**config.mk**
```make
export PLATFORM = sky130hd
export DESIGN_NAME = cnm_top
export DESIGN_NICKNAME = d
export VERILOG_FILES = /design/src/hdl/cnm_pkg.sv /design/src/hdl/cnm_perm.sv /design/src/hdl/cnm_sync.sv /design/src/hdl/cnm_top.sv
export SDC_FILE = /design/constraint.sdc
export NUM_CORES = 1
export LEC_CHECK = 0
export BUFFER_PORTS_ARGS = -buffer_cell sky130_fd_sc_hd__buf_2
export CORE_MARGIN = 10
export CORE_UTILIZATION = 45
export DETAILED_ROUTE_END_ITERATION = 10
export PLACE_DENSITY = 0.68
export REMOVE_ABC_BUFFERS = 1
export SYNTH_ARGS = -nofsm -noshare
export SYNTH_HDL_FRONTEND = slang
export SYNTH_SLANG_ARGS = --single-unit
```
**constraint.sdc**
```tcl
create_clock -name mclk -period 3.1 [get_ports mclk]
set_input_delay 0.31 -clock mclk [delete_from_list [all_inputs] [get_ports mclk]]
set_output_delay 0.31 -clock mclk [all_outputs]
set_load 0.02 [all_outputs]
```
**src/hdl/cnm_pkg.sv**
```systemverilog
// Purpose: shared constants and carrier types for the node identity and nmt control block
// Assumes: one command at a time from the node's command interface
// Notes:   nmt transmit frames leave through a one-entry transmit slot
// Operation
// - first accepted identity command stores id, enables can, initializes all cob-ids
// - identity command refused with command error while operational or stopped
// - after id set, positive only replaces id; negative sets magnitude and reinitializes
// - zero parameter takes lower seven serial id bits as node id
// - serial-derived id of zero raises command error; zero means broadcast
// - explicit id 1..127 sets id; initializes communication parameters only on first set
// - local request 1 operational, 2 stopped, 128 pre-op, 130 reset comms then pre-op
// - state codes are 127 pre-operational, 5 operational, 4 stopped
// - pre-operational allows nmt, sdo, dictionary writes; blocks pdo
// - operational allows nmt, sdo and pdo traffic
// - stopped allows only nmt traffic
// - reset comms restores default cob-ids then enters pre-operational
// - remote request 129 resets targeted nodes, which return to pre-operational
// - during node reset the node falls back to single-drop serial operation
// - remote target 0 is broadcast, 1..127 addresses a single node
// - remote command ends zero-only when slot free with target 0..127 and can on, negative-only when pending
// - single nmt master, no acknowledge; heartbeat reports new state next time
// - local command moves to requested state, not state equal to request value
// - normal completion sets zero flag and clears positive and negative flags
`default_nettype none
package cnm_pkg;
    // command opcodes
    localparam logic [7:0]  OP_SET_ID      = 8'h49;
    localparam logic [7:0]  OP_LOCAL_NMT   = 8'h4a;
    localparam logic [7:0]  OP_REMOTE_NMT  = 8'h51;
    // transition request values
    localparam logic [15:0] REQ_OPER       = 16'h0001;
    localparam logic [15:0] REQ_STOP       = 16'h0002;
    localparam logic [15:0] REQ_PREOP      = 16'h0080;
    localparam logic [15:0] REQ_RST_NODE   = 16'h0081;
    localparam logic [15:0] REQ_RST_COMM   = 16'h0082;
    // state codes reported outward
    localparam logic [6:0]  CODE_PREOP     = 7'h7f;
    localparam logic [6:0]  CODE_OPER      = 7'h05;
    localparam logic [6:0]  CODE_STOP      = 7'h04;
    localparam logic [6:0]  CODE_INIT      = 7'h00;
    localparam logic [6:0]  ID_BROADCAST   = 7'h00;
    localparam logic [6:0]  ID_MAX         = 7'h7f;
    localparam int          ID_BITS        = 7;
    // time the node stays in serial fallback after a reset-node request, in ns and in cycles
    localparam int          RESET_NODE_NS  = 10000;
    localparam int          CLK_NS         = 20;
    localparam int          RESET_NODE_CYC = RESET_NODE_NS / CLK_NS;

    typedef enum logic [1:0] {
        CNM_INIT,
        CNM_PREOP,
        CNM_OPER,
        CNM_STOP
    } cnm_state_e;

    // command from the command / program interface
    typedef struct packed {
        logic [7:0]  opcode;
        logic [15:0] arg0;
        logic [15:0] arg1;
    } cnm_cmd_s;

    // completion flags of the internal status word
    typedef struct packed {
        logic cmd_err;
        logic pos;
        logic zero;
        logic neg;
    } cnm_flags_s;

    // nmt frame handed to the can transmitter
    typedef struct packed {
        logic [7:0] cmd;
        logic [6:0] target;
    } cnm_nmt_frame_s;

    // traffic permissions for the can engine
    typedef struct packed {
        logic nmt;
        logic sdo;
        logic pdo;
        logic dict_wr;
    } cnm_perm_s;
endpackage
`default_nettype wire

```
**src/hdl/cnm_perm.sv**
```systemverilog
// Purpose: traffic permissions and state code from the nmt state
// Assumes: state changes on the same clock as the caller
// Notes:   registered so the caller can pass it straight to outputs
`default_nettype none
module cnm_perm
    import cnm_pkg::*;
(
    input  wire logic       mclk,
    input  wire logic       rst_b,
    input  wire cnm_state_e state,
    input  wire logic       can_on,
    output cnm_perm_s       perm,
    output logic [6:0]      code
);
    // permissions; only dictionary writes pass before the id enables frame processing
    always_ff @(posedge mclk or negedge rst_b) begin
        if (!rst_b) begin
            perm <= '0;
        end else begin
            case (state)
                CNM_PREOP: perm <= '{nmt: can_on, sdo: can_on, pdo: 1'b0, dict_wr: 1'b1};
                CNM_OPER:  perm <= '{nmt: can_on, sdo: can_on, pdo: can_on, dict_wr: 1'b0};
                CNM_STOP:  perm <= '{nmt: can_on, sdo: 1'b0, pdo: 1'b0, dict_wr: 1'b0};
                default:   perm <= '{nmt: 1'b0, sdo: 1'b0, pdo: 1'b0, dict_wr: 1'b1};
            endcase
        end
    end

    // outward state code
    always_ff @(posedge mclk or negedge rst_b) begin
        if (!rst_b) begin
            code <= CODE_INIT;
        end else begin
            case (state)
                CNM_PREOP: code <= CODE_PREOP;
                CNM_OPER:  code <= CODE_OPER;
                CNM_STOP:  code <= CODE_STOP;
                default:   code <= CODE_INIT;
            endcase
        end
    end
endmodule
`default_nettype wire

```
**src/hdl/cnm_sync.sv**
```systemverilog
// Purpose: two-flop synchroniser for pin-side levels
// Assumes: input is a slow level
// Notes:   first stage feeds only the second
`default_nettype none
module cnm_sync
    import cnm_pkg::*;
#(
    parameter int W = 1
) (
    input  wire logic         mclk,
    input  wire logic         rst_b,
    input  wire logic [W-1:0] d,
    output logic [W-1:0]      q
);
    logic [W-1:0] meta;

    // metastability guard
    always_ff @(posedge mclk or negedge rst_b) begin
        if (!rst_b) begin
            meta <= '0;
            q    <= '0;
        end else begin
            meta <= d;
            q    <= meta;
        end
    end
endmodule
`default_nettype wire

```
**src/hdl/cnm_top.sv**
```systemverilog
// Purpose: node identity and nmt state control
// Assumes: cmd_valid is a one-cycle pulse from same-clock logic
// Notes:   serial id comes from pins and is synchronised
`default_nettype none
module cnm_top
    import cnm_pkg::*;
#(
    parameter int RESET_CYC = RESET_NODE_CYC
) (
    input  wire logic           mclk,
    input  wire logic           rst_b,
    input  wire logic           cmd_valid,
    input  wire cnm_cmd_s       cmd,
    input  wire logic [7:0]     serial_id,
    input  wire logic           nmt_tx_done,
    output logic                cmd_done,
    output cnm_flags_s          flags,
    output logic [6:0]          node_id,
    output logic                can_on,
    output logic                cobid_init,
    output logic                nmt_tx_valid,
    output cnm_nmt_frame_s      nmt_tx,
    output cnm_perm_s           perm,
    output logic [6:0]          state_code,
    output logic                serial_fallback,
    output logic                hb_update
);
    cnm_state_e      state;
    cnm_state_e      next_state;
    logic [7:0]      serial_q;
    logic            id_set;
    logic [6:0]      derived_id;
    logic [15:0]     id_mag;
    logic            id_ok;
    logic            req_ok;
    logic            rst_busy;
    logic [31:0]     rst_cnt;
    logic            go_rst_node;
    logic            slot_busy;
    logic            local_ok;

    cnm_sync #(
        .W (8)
    ) u_sync (
        .mclk  (mclk),
        .rst_b (rst_b),
        .d     (serial_id),
        .q     (serial_q)
    );

    cnm_perm u_perm (
        .mclk   (mclk),
        .rst_b  (rst_b),
        .state  (state),
        .can_on (can_on),
        .perm   (perm),
        .code   (state_code)
    );

    // magnitude of a signed 16-bit id argument
    function automatic logic [15:0] mag16(input logic [15:0] v);
        mag16 = v[15] ? 16'(-v) : v;
    endfunction

    // identity argument decode
    always_comb begin
        derived_id = serial_q[ID_BITS-1:0];
        id_mag     = mag16(cmd.arg0);
        if (cmd.arg0 == 16'h0000) begin
            id_ok = (derived_id != ID_BROADCAST);
        end else begin
            id_ok = (id_mag <= 16'(ID_MAX));
        end
    end

    // local request decode; only documented values pass
    always_comb begin
        req_ok     = 1'b1;
        next_state = state;
        case (cmd.arg0)
            REQ_OPER:     next_state = CNM_OPER;
            REQ_STOP:     next_state = CNM_STOP;
            REQ_PREOP:    next_state = CNM_PREOP;
            REQ_RST_COMM: next_state = CNM_PREOP;
            default:      req_ok     = 1'b0;
        endcase
    end

    // local transitions wait until can is running
    assign local_ok    = req_ok && (state != CNM_INIT);
    assign slot_busy   = nmt_tx_valid;
    // a reset-node request only counts when the frame itself is accepted
    assign go_rst_node = cmd_valid && !rst_busy && cmd.opcode == OP_REMOTE_NMT && !slot_busy
                         && can_on && cmd.arg0 <= 16'(ID_MAX) && cmd.arg1 == REQ_RST_NODE;

    // nmt state
    always_ff @(posedge mclk or negedge rst_b) begin
        if (!rst_b) begin
            state <= CNM_INIT;
        end else if (rst_busy && rst_cnt == 32'd1) begin
            state <= CNM_PREOP;
        end else if (cmd_valid && !rst_busy) begin
            case (cmd.opcode)
                OP_SET_ID: begin
                    if (id_ok && state == CNM_INIT) begin
                        state <= CNM_PREOP;
                    end
                end
                OP_LOCAL_NMT: begin
                    if (local_ok) begin
                        state <= next_state;
                    end
                end
                default: begin
                end
            endcase
        end
    end

    // node identity and frame enable
    always_ff @(posedge mclk or negedge rst_b) begin
        if (!rst_b) begin
            node_id <= ID_BROADCAST;
            id_set  <= 1'b0;
            can_on  <= 1'b0;
        end else if (cmd_valid && !rst_busy && cmd.opcode == OP_SET_ID && id_ok
                     && (state == CNM_PREOP || state == CNM_INIT)) begin
            node_id <= (cmd.arg0 == 16'h0000) ? derived_id : id_mag[ID_BITS-1:0];
            id_set  <= 1'b1;
            can_on  <= 1'b1;
        end
    end

    // one-cycle pulse that reloads default cob-ids
    always_ff @(posedge mclk or negedge rst_b) begin
        if (!rst_b) begin
            cobid_init <= 1'b0;
        end else begin
            cobid_init <= 1'b0;
            if (cmd_valid && !rst_busy) begin
                if (cmd.opcode == OP_SET_ID && id_ok
                    && (state == CNM_PREOP || state == CNM_INIT)) begin
                    // first set, serial-derived id before set, or negated id forces reload
                    cobid_init <= !id_set || cmd.arg0[15] || cmd.arg0 == 16'h0000
                                  && !id_set;
                end else if (cmd.opcode == OP_LOCAL_NMT && local_ok
                             && cmd.arg0 == REQ_RST_COMM) begin
                    cobid_init <= 1'b1;
                end
            end
        end
    end

    // nmt transmit slot; new frame is refused while the earlier one is pending
    always_ff @(posedge mclk or negedge rst_b) begin
        if (!rst_b) begin
            nmt_tx_valid <= 1'b0;
            nmt_tx       <= '0;
        end else if (cmd_valid && !rst_busy && cmd.opcode == OP_REMOTE_NMT && !slot_busy
                     && cmd.arg0 <= 16'(ID_MAX) && can_on) begin
            nmt_tx_valid <= 1'b1;
            nmt_tx       <= '{cmd: cmd.arg1[7:0], target: cmd.arg0[ID_BITS-1:0]};
        end else if (nmt_tx_done) begin
            nmt_tx_valid <= 1'b0;
        end
    end

    // reset-node: local node also falls back to serial for a while
    always_ff @(posedge mclk or negedge rst_b) begin
        if (!rst_b) begin
            rst_busy        <= 1'b0;
            rst_cnt         <= '0;
            serial_fallback <= 1'b0;
        end else if (go_rst_node && (cmd.arg0 == 16'(ID_BROADCAST)
                                     || cmd.arg0[ID_BITS-1:0] == node_id)) begin
            rst_busy        <= 1'b1;
            rst_cnt         <= 32'(RESET_CYC);
            serial_fallback <= 1'b1;
        end else if (rst_busy) begin
            rst_cnt <= rst_cnt - 32'd1;
            if (rst_cnt == 32'd1) begin
                rst_busy        <= 1'b0;
                serial_fallback <= 1'b0;
            end
        end
    end

    // completion flags; heartbeat pulse when state moves, except out of init
    always_ff @(posedge mclk or negedge rst_b) begin
        if (!rst_b) begin
            cmd_done  <= 1'b0;
            flags     <= '0;
            hb_update <= 1'b0;
        end else begin
            cmd_done  <= 1'b0;
            hb_update <= (state_code != CODE_INIT) && (state == CNM_OPER
                         ? state_code != CODE_OPER : state == CNM_STOP
                         ? state_code != CODE_STOP : state_code != CODE_PREOP);
            if (cmd_valid && !rst_busy) begin
                cmd_done <= 1'b1;
                case (cmd.opcode)
                    OP_SET_ID: begin
                        if (id_ok && (state == CNM_PREOP || state == CNM_INIT)) begin
                            flags <= '{cmd_err: 1'b0, pos: 1'b0, zero: 1'b1, neg: 1'b0};
                        end else begin
                            flags <= '{cmd_err: 1'b1, pos: 1'b0, zero: 1'b0, neg: 1'b0};
                        end
                    end
                    OP_LOCAL_NMT: begin
                        if (local_ok) begin
                            flags <= '{cmd_err: 1'b0, pos: 1'b0, zero: 1'b1, neg: 1'b0};
                        end else begin
                            flags <= '{cmd_err: 1'b1, pos: 1'b0, zero: 1'b0, neg: 1'b0};
                        end
                    end
                    OP_REMOTE_NMT: begin
                        if (slot_busy) begin
                            flags <= '{cmd_err: 1'b0, pos: 1'b0, zero: 1'b0, neg: 1'b1};
                        end else if (cmd.arg0 <= 16'(ID_MAX) && can_on) begin
                            flags <= '{cmd_err: 1'b0, pos: 1'b0, zero: 1'b1, neg: 1'b0};
                        end else begin
                            flags <= '{cmd_err: 1'b1, pos: 1'b0, zero: 1'b0, neg: 1'b0};
                        end
                    end
                    default: begin
                        cmd_done <= 1'b0;
                    end
                endcase
            end
        end
    end
endmodule
`default_nettype wire

```
==> results of run 1 <==
cell families after synthesis:
kind of cell,count (synthesis),share of synthesized area [%]
XOR/XNOR,43,8.21
multiplexers,25,6.08
AND/OR/NAND/NOR,180,22.4
adder cells (fa/ha/maj),9,2.46
other,1,0.0818
AO/OA/AOI/OAI,51,8.95
flip-flops,87,47.5
buffers and inverters,38,4.34
worst register-to-register path, stage by stage, from the launching register on:
cell,delay [ns]
dfrtp_1,0.41
or4_1,0.55
or3_1,0.36
or4b_1,0.52
nand4b_1,0.22
or2_1,0.28
a21o_1,0.18
through the flow:
| stage | power [mW] | cell area, um^2 | cells | setup slack [ns] | hold WS (ns) |
|---|---|---|---|---|---|
| after floorplan | 1.23 | 4450 | 414 | 0.377 | 0.0144 |
| after global placement | 1.33 | 5150 | 648 | 0.286 | 0.332 |
| after detailed placement | 1.33 | 5150 | 648 | 0.228 | 0.335 |
| after CTS | 2.32 | 5400 | 664 | 0.447 | 0.0325 |
| after global routing | 2.39 | 5400 | 664 | 0.323 | 0.0218 |
| final | 2.29 | 5400 | 664 | 0.466 | 0.0476 |
power by group:
group / switching, mW / total, mW / internal, mW / leakage [nW]
logic: 0.0983 / 0.157 / 0.0585 / 1.18
registers: 0.00501 / 1.15 / 1.15 / 0.960
clock network: 0.424 / 0.987 / 0.563 / 0.124
total: 0.528 / 2.29 / 1.77 / 2.26
area by class of cell:
class,count,area [um^2]
Sequential cell,87,2180
Tap cell,133,166
Timing Repair Buffer,101,531
Clock buffer,10,138
Multi-Input combinational cell,309,2210
Inverter,18,67.6
Fill cell,897,4460
Clock inverter,6,115
path summary, 6_finish.rpt:
kind / from / end / slack [ns] / depth (start not counted)
min in group asynchronous: rst_b / nmt_tx[10] / 0.12 / 1
worst max-delay path: rst_cnt[26] / serial_fallback / 0.47 / 6
worst min register to register: u_sync.meta[4] / u_sync.q[4] / 0.35 / 0
max in group asynchronous: rst_b / nmt_tx[7] / 2.25 / 1
worst min-delay path: serial_id[6] / u_sync.meta[6] / 0.05 / 1
worst max register to register: rst_cnt[26] / serial_fallback / 0.47 / 6
state kept, by name, indices dropped and copies added (netlist names), 2 cells and up:
signal,flops
rst_cnt,32
nmt_tx,15
node_id,7
u_sync.meta,7
u_sync.q,7
u_perm.perm,4
flags,3
u_perm.code,3
state,2
metal layers:
layer | GRT usage [%] | share of wire, % | up-vias
met5 | 0 | 0 | -
met4 | 4.90 | 1.5 | 0
met3 | 3.77 | 4.4 | 13
met2 | 25.2 | 53 | 58
met1 | 17.0 | 42 | 1726
li1 | - | - | 1724
cells in the mapped netlist, types with 3 or more instances:
master	count
xor2_1	15
nand2_1	21
nor4b_1	4
nand2b_1	10
inv_1	18
nand4_1	5
a21oi_1	9
o31ai_1	3
clkbuf_1	3
buf_6	3
dfrtp_1	87
or3_1	4
o21ai_0	9
nor2b_1	9
nor3_1	20
buf_2	6
or4_1	12
buf_4	7
ha_1	9
nand3_1	8
a21o_1	4
mux2i_1	8
nor4_1	14
xnor2_1	28
mux2_2	15
nor2_1	48
==> qor.csv, run 1 <==
stage,metric,value,unit
run_status,status,completed,
yosys,syn_inst,434,
routing,detail_route.wl_per_cell,16.0,um
yosys,synth_top_area_cell,dfrtp_1,
layout,area_delta_synth_final,17.8,%
yosys,synth-async-reset-ratio,100,%
setup_path,crit_family,simple AND/OR/NAND/NOR gates,
placed_design,port_buffers,92,
setup_path,path_buf_inv,0,
clock_network,cts_root_buf,clkbuf_8,
routing,vias_per_cell,5.30,
sta,slew_violations,0,
sta,rsz0062_at_grt,false,
power_and_ir_drop,vdd_drop_max,207,uV
run,max-cap-violations,0,
sta,setup_violations,0,
setup_path,cpMaxStageDelayCell,or4_1,
setup_path,crit_fanout,3,
sta,setup_tns,0,ns
layout,finalNetCount,587,
power_and_ir_drop,p_per_area,425,nW/um^2
floorplanning,dieHeight,121,um
layout,utilization,54.8,%
clock_network,insertion_delay,0.36,ns
floorplanning,die_x,121,um
floorplanning,die-area,14600,um^2
sta,max-slew-margin-rel,27.0,%
layout,drive_above_1_share,29.0,%
routing,finalWirelength,10600,um
clock_network,cts_buffers,9,
yosys,synth_edf_count,0,
grt,grt_pass1_wl,17500,um
yosys,ys_ff_latch,87,
yosys,synth_area,4590,um^2
yosys,synth.distinct_cells,69,
setup_path,crit_chain,or4_1 -> or3_1 -> or4b_1 -> nand4b_1 -> or2_1 -> a21o_1,
grt,antenna_found_initial,0,
yosys,yosysSeqAreaShare,47.5,%
clock_network,cts_tree,built,
routing,drc,0,
grt,grt_pass1_vias,3555,
floorplanning,core-area,9860,um^2
grt,overflow,0,
placed_design,place_congestion,0.843,
layout,layout_commonest_cell,buf_2,
sta,tightestPinTransition,1.10,ns
grt,grt_start_max_net_pins,88,
yosys,synth_area_per_cell,10.6,um^2
clock_network,ctsResizeCount,0,
yosys,synth_warnings,0,
layout,antenna_cells,0,
setup_path,worstPathArrival,2.89,ns
clock_network,post_cts_buffers,0,
worst_hold_path,hp-class,in2reg,
yosys,yosys-top-cells-area,"dfrtp_1 47%, xnor2_1 5.3%, nor2_1 3.9%",
clock_network,cts_max_level,3,
power_and_ir_drop,p_leak,2.26,nW
sta,skew,0.00657,ns
grt,grt.total_usage,14.5,%
floorplanning,initial_core_util,46.5,%
routing,vias,3521,
sta,hold_viol,0,
floorplanning,fp-row-count,36,
routing,first_pass_iters,4,
setup_path,crit_required,3.36,ns
clock_network,ctsHoldBuffers,0,
clock_network,clk_path_buf_depth,2,
clock_network,clkTransAtPathRegs,0.09,ns
layout,layout_common_cells,"91 x buf_2, 87 x dfrtp_1, 48 x nor2_1",
routing,ant_nets,0,
clock_network,cts_num_sinks,87,
setup_path,start_kind,flop,
sta,period_minus_slack,2.63,ns
yosys,yosysTopAreaCellShare,47.5,%
routing,first_iter_violations,197,
setup_path,endpoint_kind,flop,
yosys,synth_flop_cell,dfrtp_1,
sta,fin_crit_sh,85.0,%
setup_path,criticalPathCategory,reg2reg,
sta,max_freq,380,MHz
floorplanning,ioPinCount,95,
setup_path,cpPeakStageDelay,0.55,ns
placed_design,hpwl,7890,um
Power figures use the tool's default switching activity.
==> inputs of run 2 (changes only) <==
PLACE_DENSITY = 0.7   (was 0.68)
clock period = 2.3 ns   (was 3.1 ns; I/O delays follow)
==> run 2 against run 1 <==
Effect of this change: the flow now finishes with violations (negative setup slack); sequential cell count did not move; worst setup slack got worse by 0.68 ns; first-iteration DRC count rose by 10%; global-route usage up 0.99 points; critical path type unchanged; final cell count rose by 9.3%; critical path depth unchanged; worst hold slack improved by 0.046 ns.
==> qor.csv, run 2 (synthesis results as in run 1) <==
stage,metric,value,unit,change
run_status,violations,negative setup slack,,
setup_path,endpoint_kind,flop,,
routing,vias,3775,,+7.2%
placed_design,hpwl,8840,um,+12%
floorplanning,ioPinCount,95,,unchanged
layout,finalNetCount,649,,+11%
setup_path,crit_family,simple AND/OR/NAND/NOR gates,,
run,max-cap-violations,0,,unchanged
routing,first_iter_violations,217,,+10%
power_and_ir_drop,vdd_drop_max,402,uV,+94%
setup_path,path_buf_inv,0,,unchanged
layout,fin_cells,726,,+9.3%
grt,grt_pass1_vias,3960,,+11%
placed_design,place_congestion,0.887,,+5.3%
layout,layout_common_cells,"91 x buf_2, 87 x dfrtp_1, 62 x buf_4",,
layout,drive_above_1_share,36.1,%,+7.1 points
worst_hold_path,hold_path_depth,2,,+1
sta,max-slew-margin-rel,57.3,%,+30 points
grt,grt_pass1_wl,18800,um,+7.2%
sta,rsz0062_at_grt,true,,
grt,grt.total_usage,15.5,%,+0.99 points
clock_network,insertion_delay,0.35,ns,about the same
routing,vias_per_cell,5.20,,-1.9%
routing,first_pass_iters,4,,unchanged
setup_path,cpPeakStageDelay,0.54,ns,about the same
setup_path,r2r_slack,-0.22,ns,-0.68 ns
clock_network,cts_num_sinks,87,,unchanged
setup_path,worstSetupPathDepth,6,,unchanged
grt,grt_start_max_net_pins,44,,-50%
worst_hold_path,hold_path_startpoint,nmt_tx_done,,
floorplanning,die-area,14600,um^2,unchanged
sta,hold_viol,0,,unchanged
sta,hold_ws,0.0940,ns,+0.0463 ns
sta,skew,0.0147,ns,+0.00808 ns
grt,use_met1,16.5,%,-0.53 points
grt,met2_usage,29.0,%,+3.9 points
clock_network,clk_path_buf_depth,2,,unchanged
setup_path,criticalPathCategory,reg2reg,,
sta,tightestPinTransition,0.636,ns,-0.459 ns
setup_path,crit_chain,or4_4 -> or3_4 -> or4b_4 -> nand4b_1 -> or2_1 -> a21o_1,,
sta,slew_violations,0,,unchanged
sta,max_freq,398,MHz,+4.7%
floorplanning,dieHeight,121,um,unchanged
run_status,status,"finished, violations left",,
setup_path,critPathLaunch,rst_cnt[25],,
routing,finalWirelength,11500,um,+8.3%
grt,antenna_found_initial,0,,unchanged
floorplanning,core-area,9860,um^2,unchanged
layout,seqCellArea,2180,um^2,unchanged
layout,top_register,rst_cnt,,
sta,setup_slack,-0.215,ns,-0.681 ns
layout,largest_reg_flops,32,,unchanged
clock_network,cts_buffers,9,,unchanged
layout,largestRegisters,"rst_cnt x32, nmt_tx x15",,
clock_network,cts_root_buf,clkbuf_8,,
clock_network,cts_tree,built,,
placed_design,port_buffers,92,,unchanged
setup_path,cpMaxStageDelayCell,or4_4,,
routing,detail_route.wl_per_cell,15.8,um,-0.95%
setup_path,reg2reg_from,rst_cnt[25],,
setup_path,start_kind,flop,,
grt,grt.busiest_layer,met2,,
setup_path,worstPathArrival,2.76,ns,-0.13 ns
clock_network,clkTransAtPathRegs,0.09,ns,about the same
layout,fillers,839,,-6.5%
setup_path,crit_fanout,3,,unchanged
floorplanning,fp-row-count,36,,unchanged
setup_path,r2r_cells,6,,unchanged
sta,fin_crit_sh,109,%,+24 points
clock_network,cts_max_level,3,,unchanged
sta,period_minus_slack,2.52,ns,-0.119 ns
power_and_ir_drop,p_leak,2.56,nW,+13%
routing,drc,0,,unchanged
worst_hold_path,hp-class,in2reg,,
power_and_ir_drop,p_per_area,511,nW/um^2,+20%
sta,setup_violations,3,,+3
floorplanning,initial_core_util,46.5,%,unchanged
grt,overflow,0,,unchanged
routing,ant_nets,0,,unchanged
layout,layout_commonest_cell,buf_2,,
layout,antenna_cells,0,,unchanged
grt,use_met3,4.37,%,+0.60 points
layout,multi_input_area,2250,um^2,+2.0%
floorplanning,die_x,121,um,unchanged
placed_design,dp.cells,699,,+7.9%
layout,area_delta_synth_final,29.5,%,
setup_path,crit_required,2.54,ns,-0.82 ns
## run 2: cell count changes in the layout (fill, tap and decap cells not counted), moves of 2 or more
cell,before,now
buf_12,0,2
buf_4,10,62
dlygate4sd3_1,0,8
nor4_1,14,12
## run 2: final timing paths
check / end
max: serial_fallback
min: nmt_tx_valid
max reg2reg: serial_fallback
min reg2reg: u_sync.q[2]
max in group asynchronous: u_perm.perm[1]
min in group asynchronous: nmt_tx[9]
## run 2: worst register-to-register path: stages (launching register included)
cell	delay, ns
dfrtp_1	0.39
or4_4	0.54
or3_4	0.35
or4b_4	0.50
nand4b_1	0.20
or2_1	0.26
a21o_1	0.17
## run 2: through the flow
stage / utilization (%) / cell area [um^2] / power, mW / TNS, ns / setup slack, ns
global placement: 56.4 / 5560 / 1.82 / -1.23 / -0.218
CTS: 59.7 / 5890 / 3.06 / -0.534 / -0.230
floorplan: - / 4450 / 1.66 / -13.63 / -0.343
global route: 60.2 / 5940 / 3.14 / -0.768 / -0.289
finish: 60.2 / 5940 / 3.03 / -0.494 / -0.215
detailed placement: 56.4 / 5560 / 1.83 / -2.14 / -0.276
## run 2: final cells by class
type	count	share of cell area (%)
repair buffers	163	17.5
flip-flops and latches	87	36.7
well taps	133	2.80
multi-input cells	309	38.0
clock inverters	4	1.29
inverters	18	1.14
clock buffers	12	2.61
## run 2: power breakdown
part | internal, mW | switching [mW]
clock | 0.677 | 0.549
combinational | 0.112 | 0.143
sequential | 1.54 | 0.00625
total | 2.33 | 0.698
## run 2: repair_timing
item,4_1_cts,5_1_grt
pin swaps,3,2
hold buffers,8,0
endpoints found under the setup margin,4,12
gates resized for setup,3,5
buffers inserted,1,2
endpoints found under the hold margin,48,0
## run 2: metal layers
metal,wire (um),vias to the layer above
li1,-,1844
met1,4480,1853
met2,6310,64
met3,516,14
met4,166,0
met5,0,-
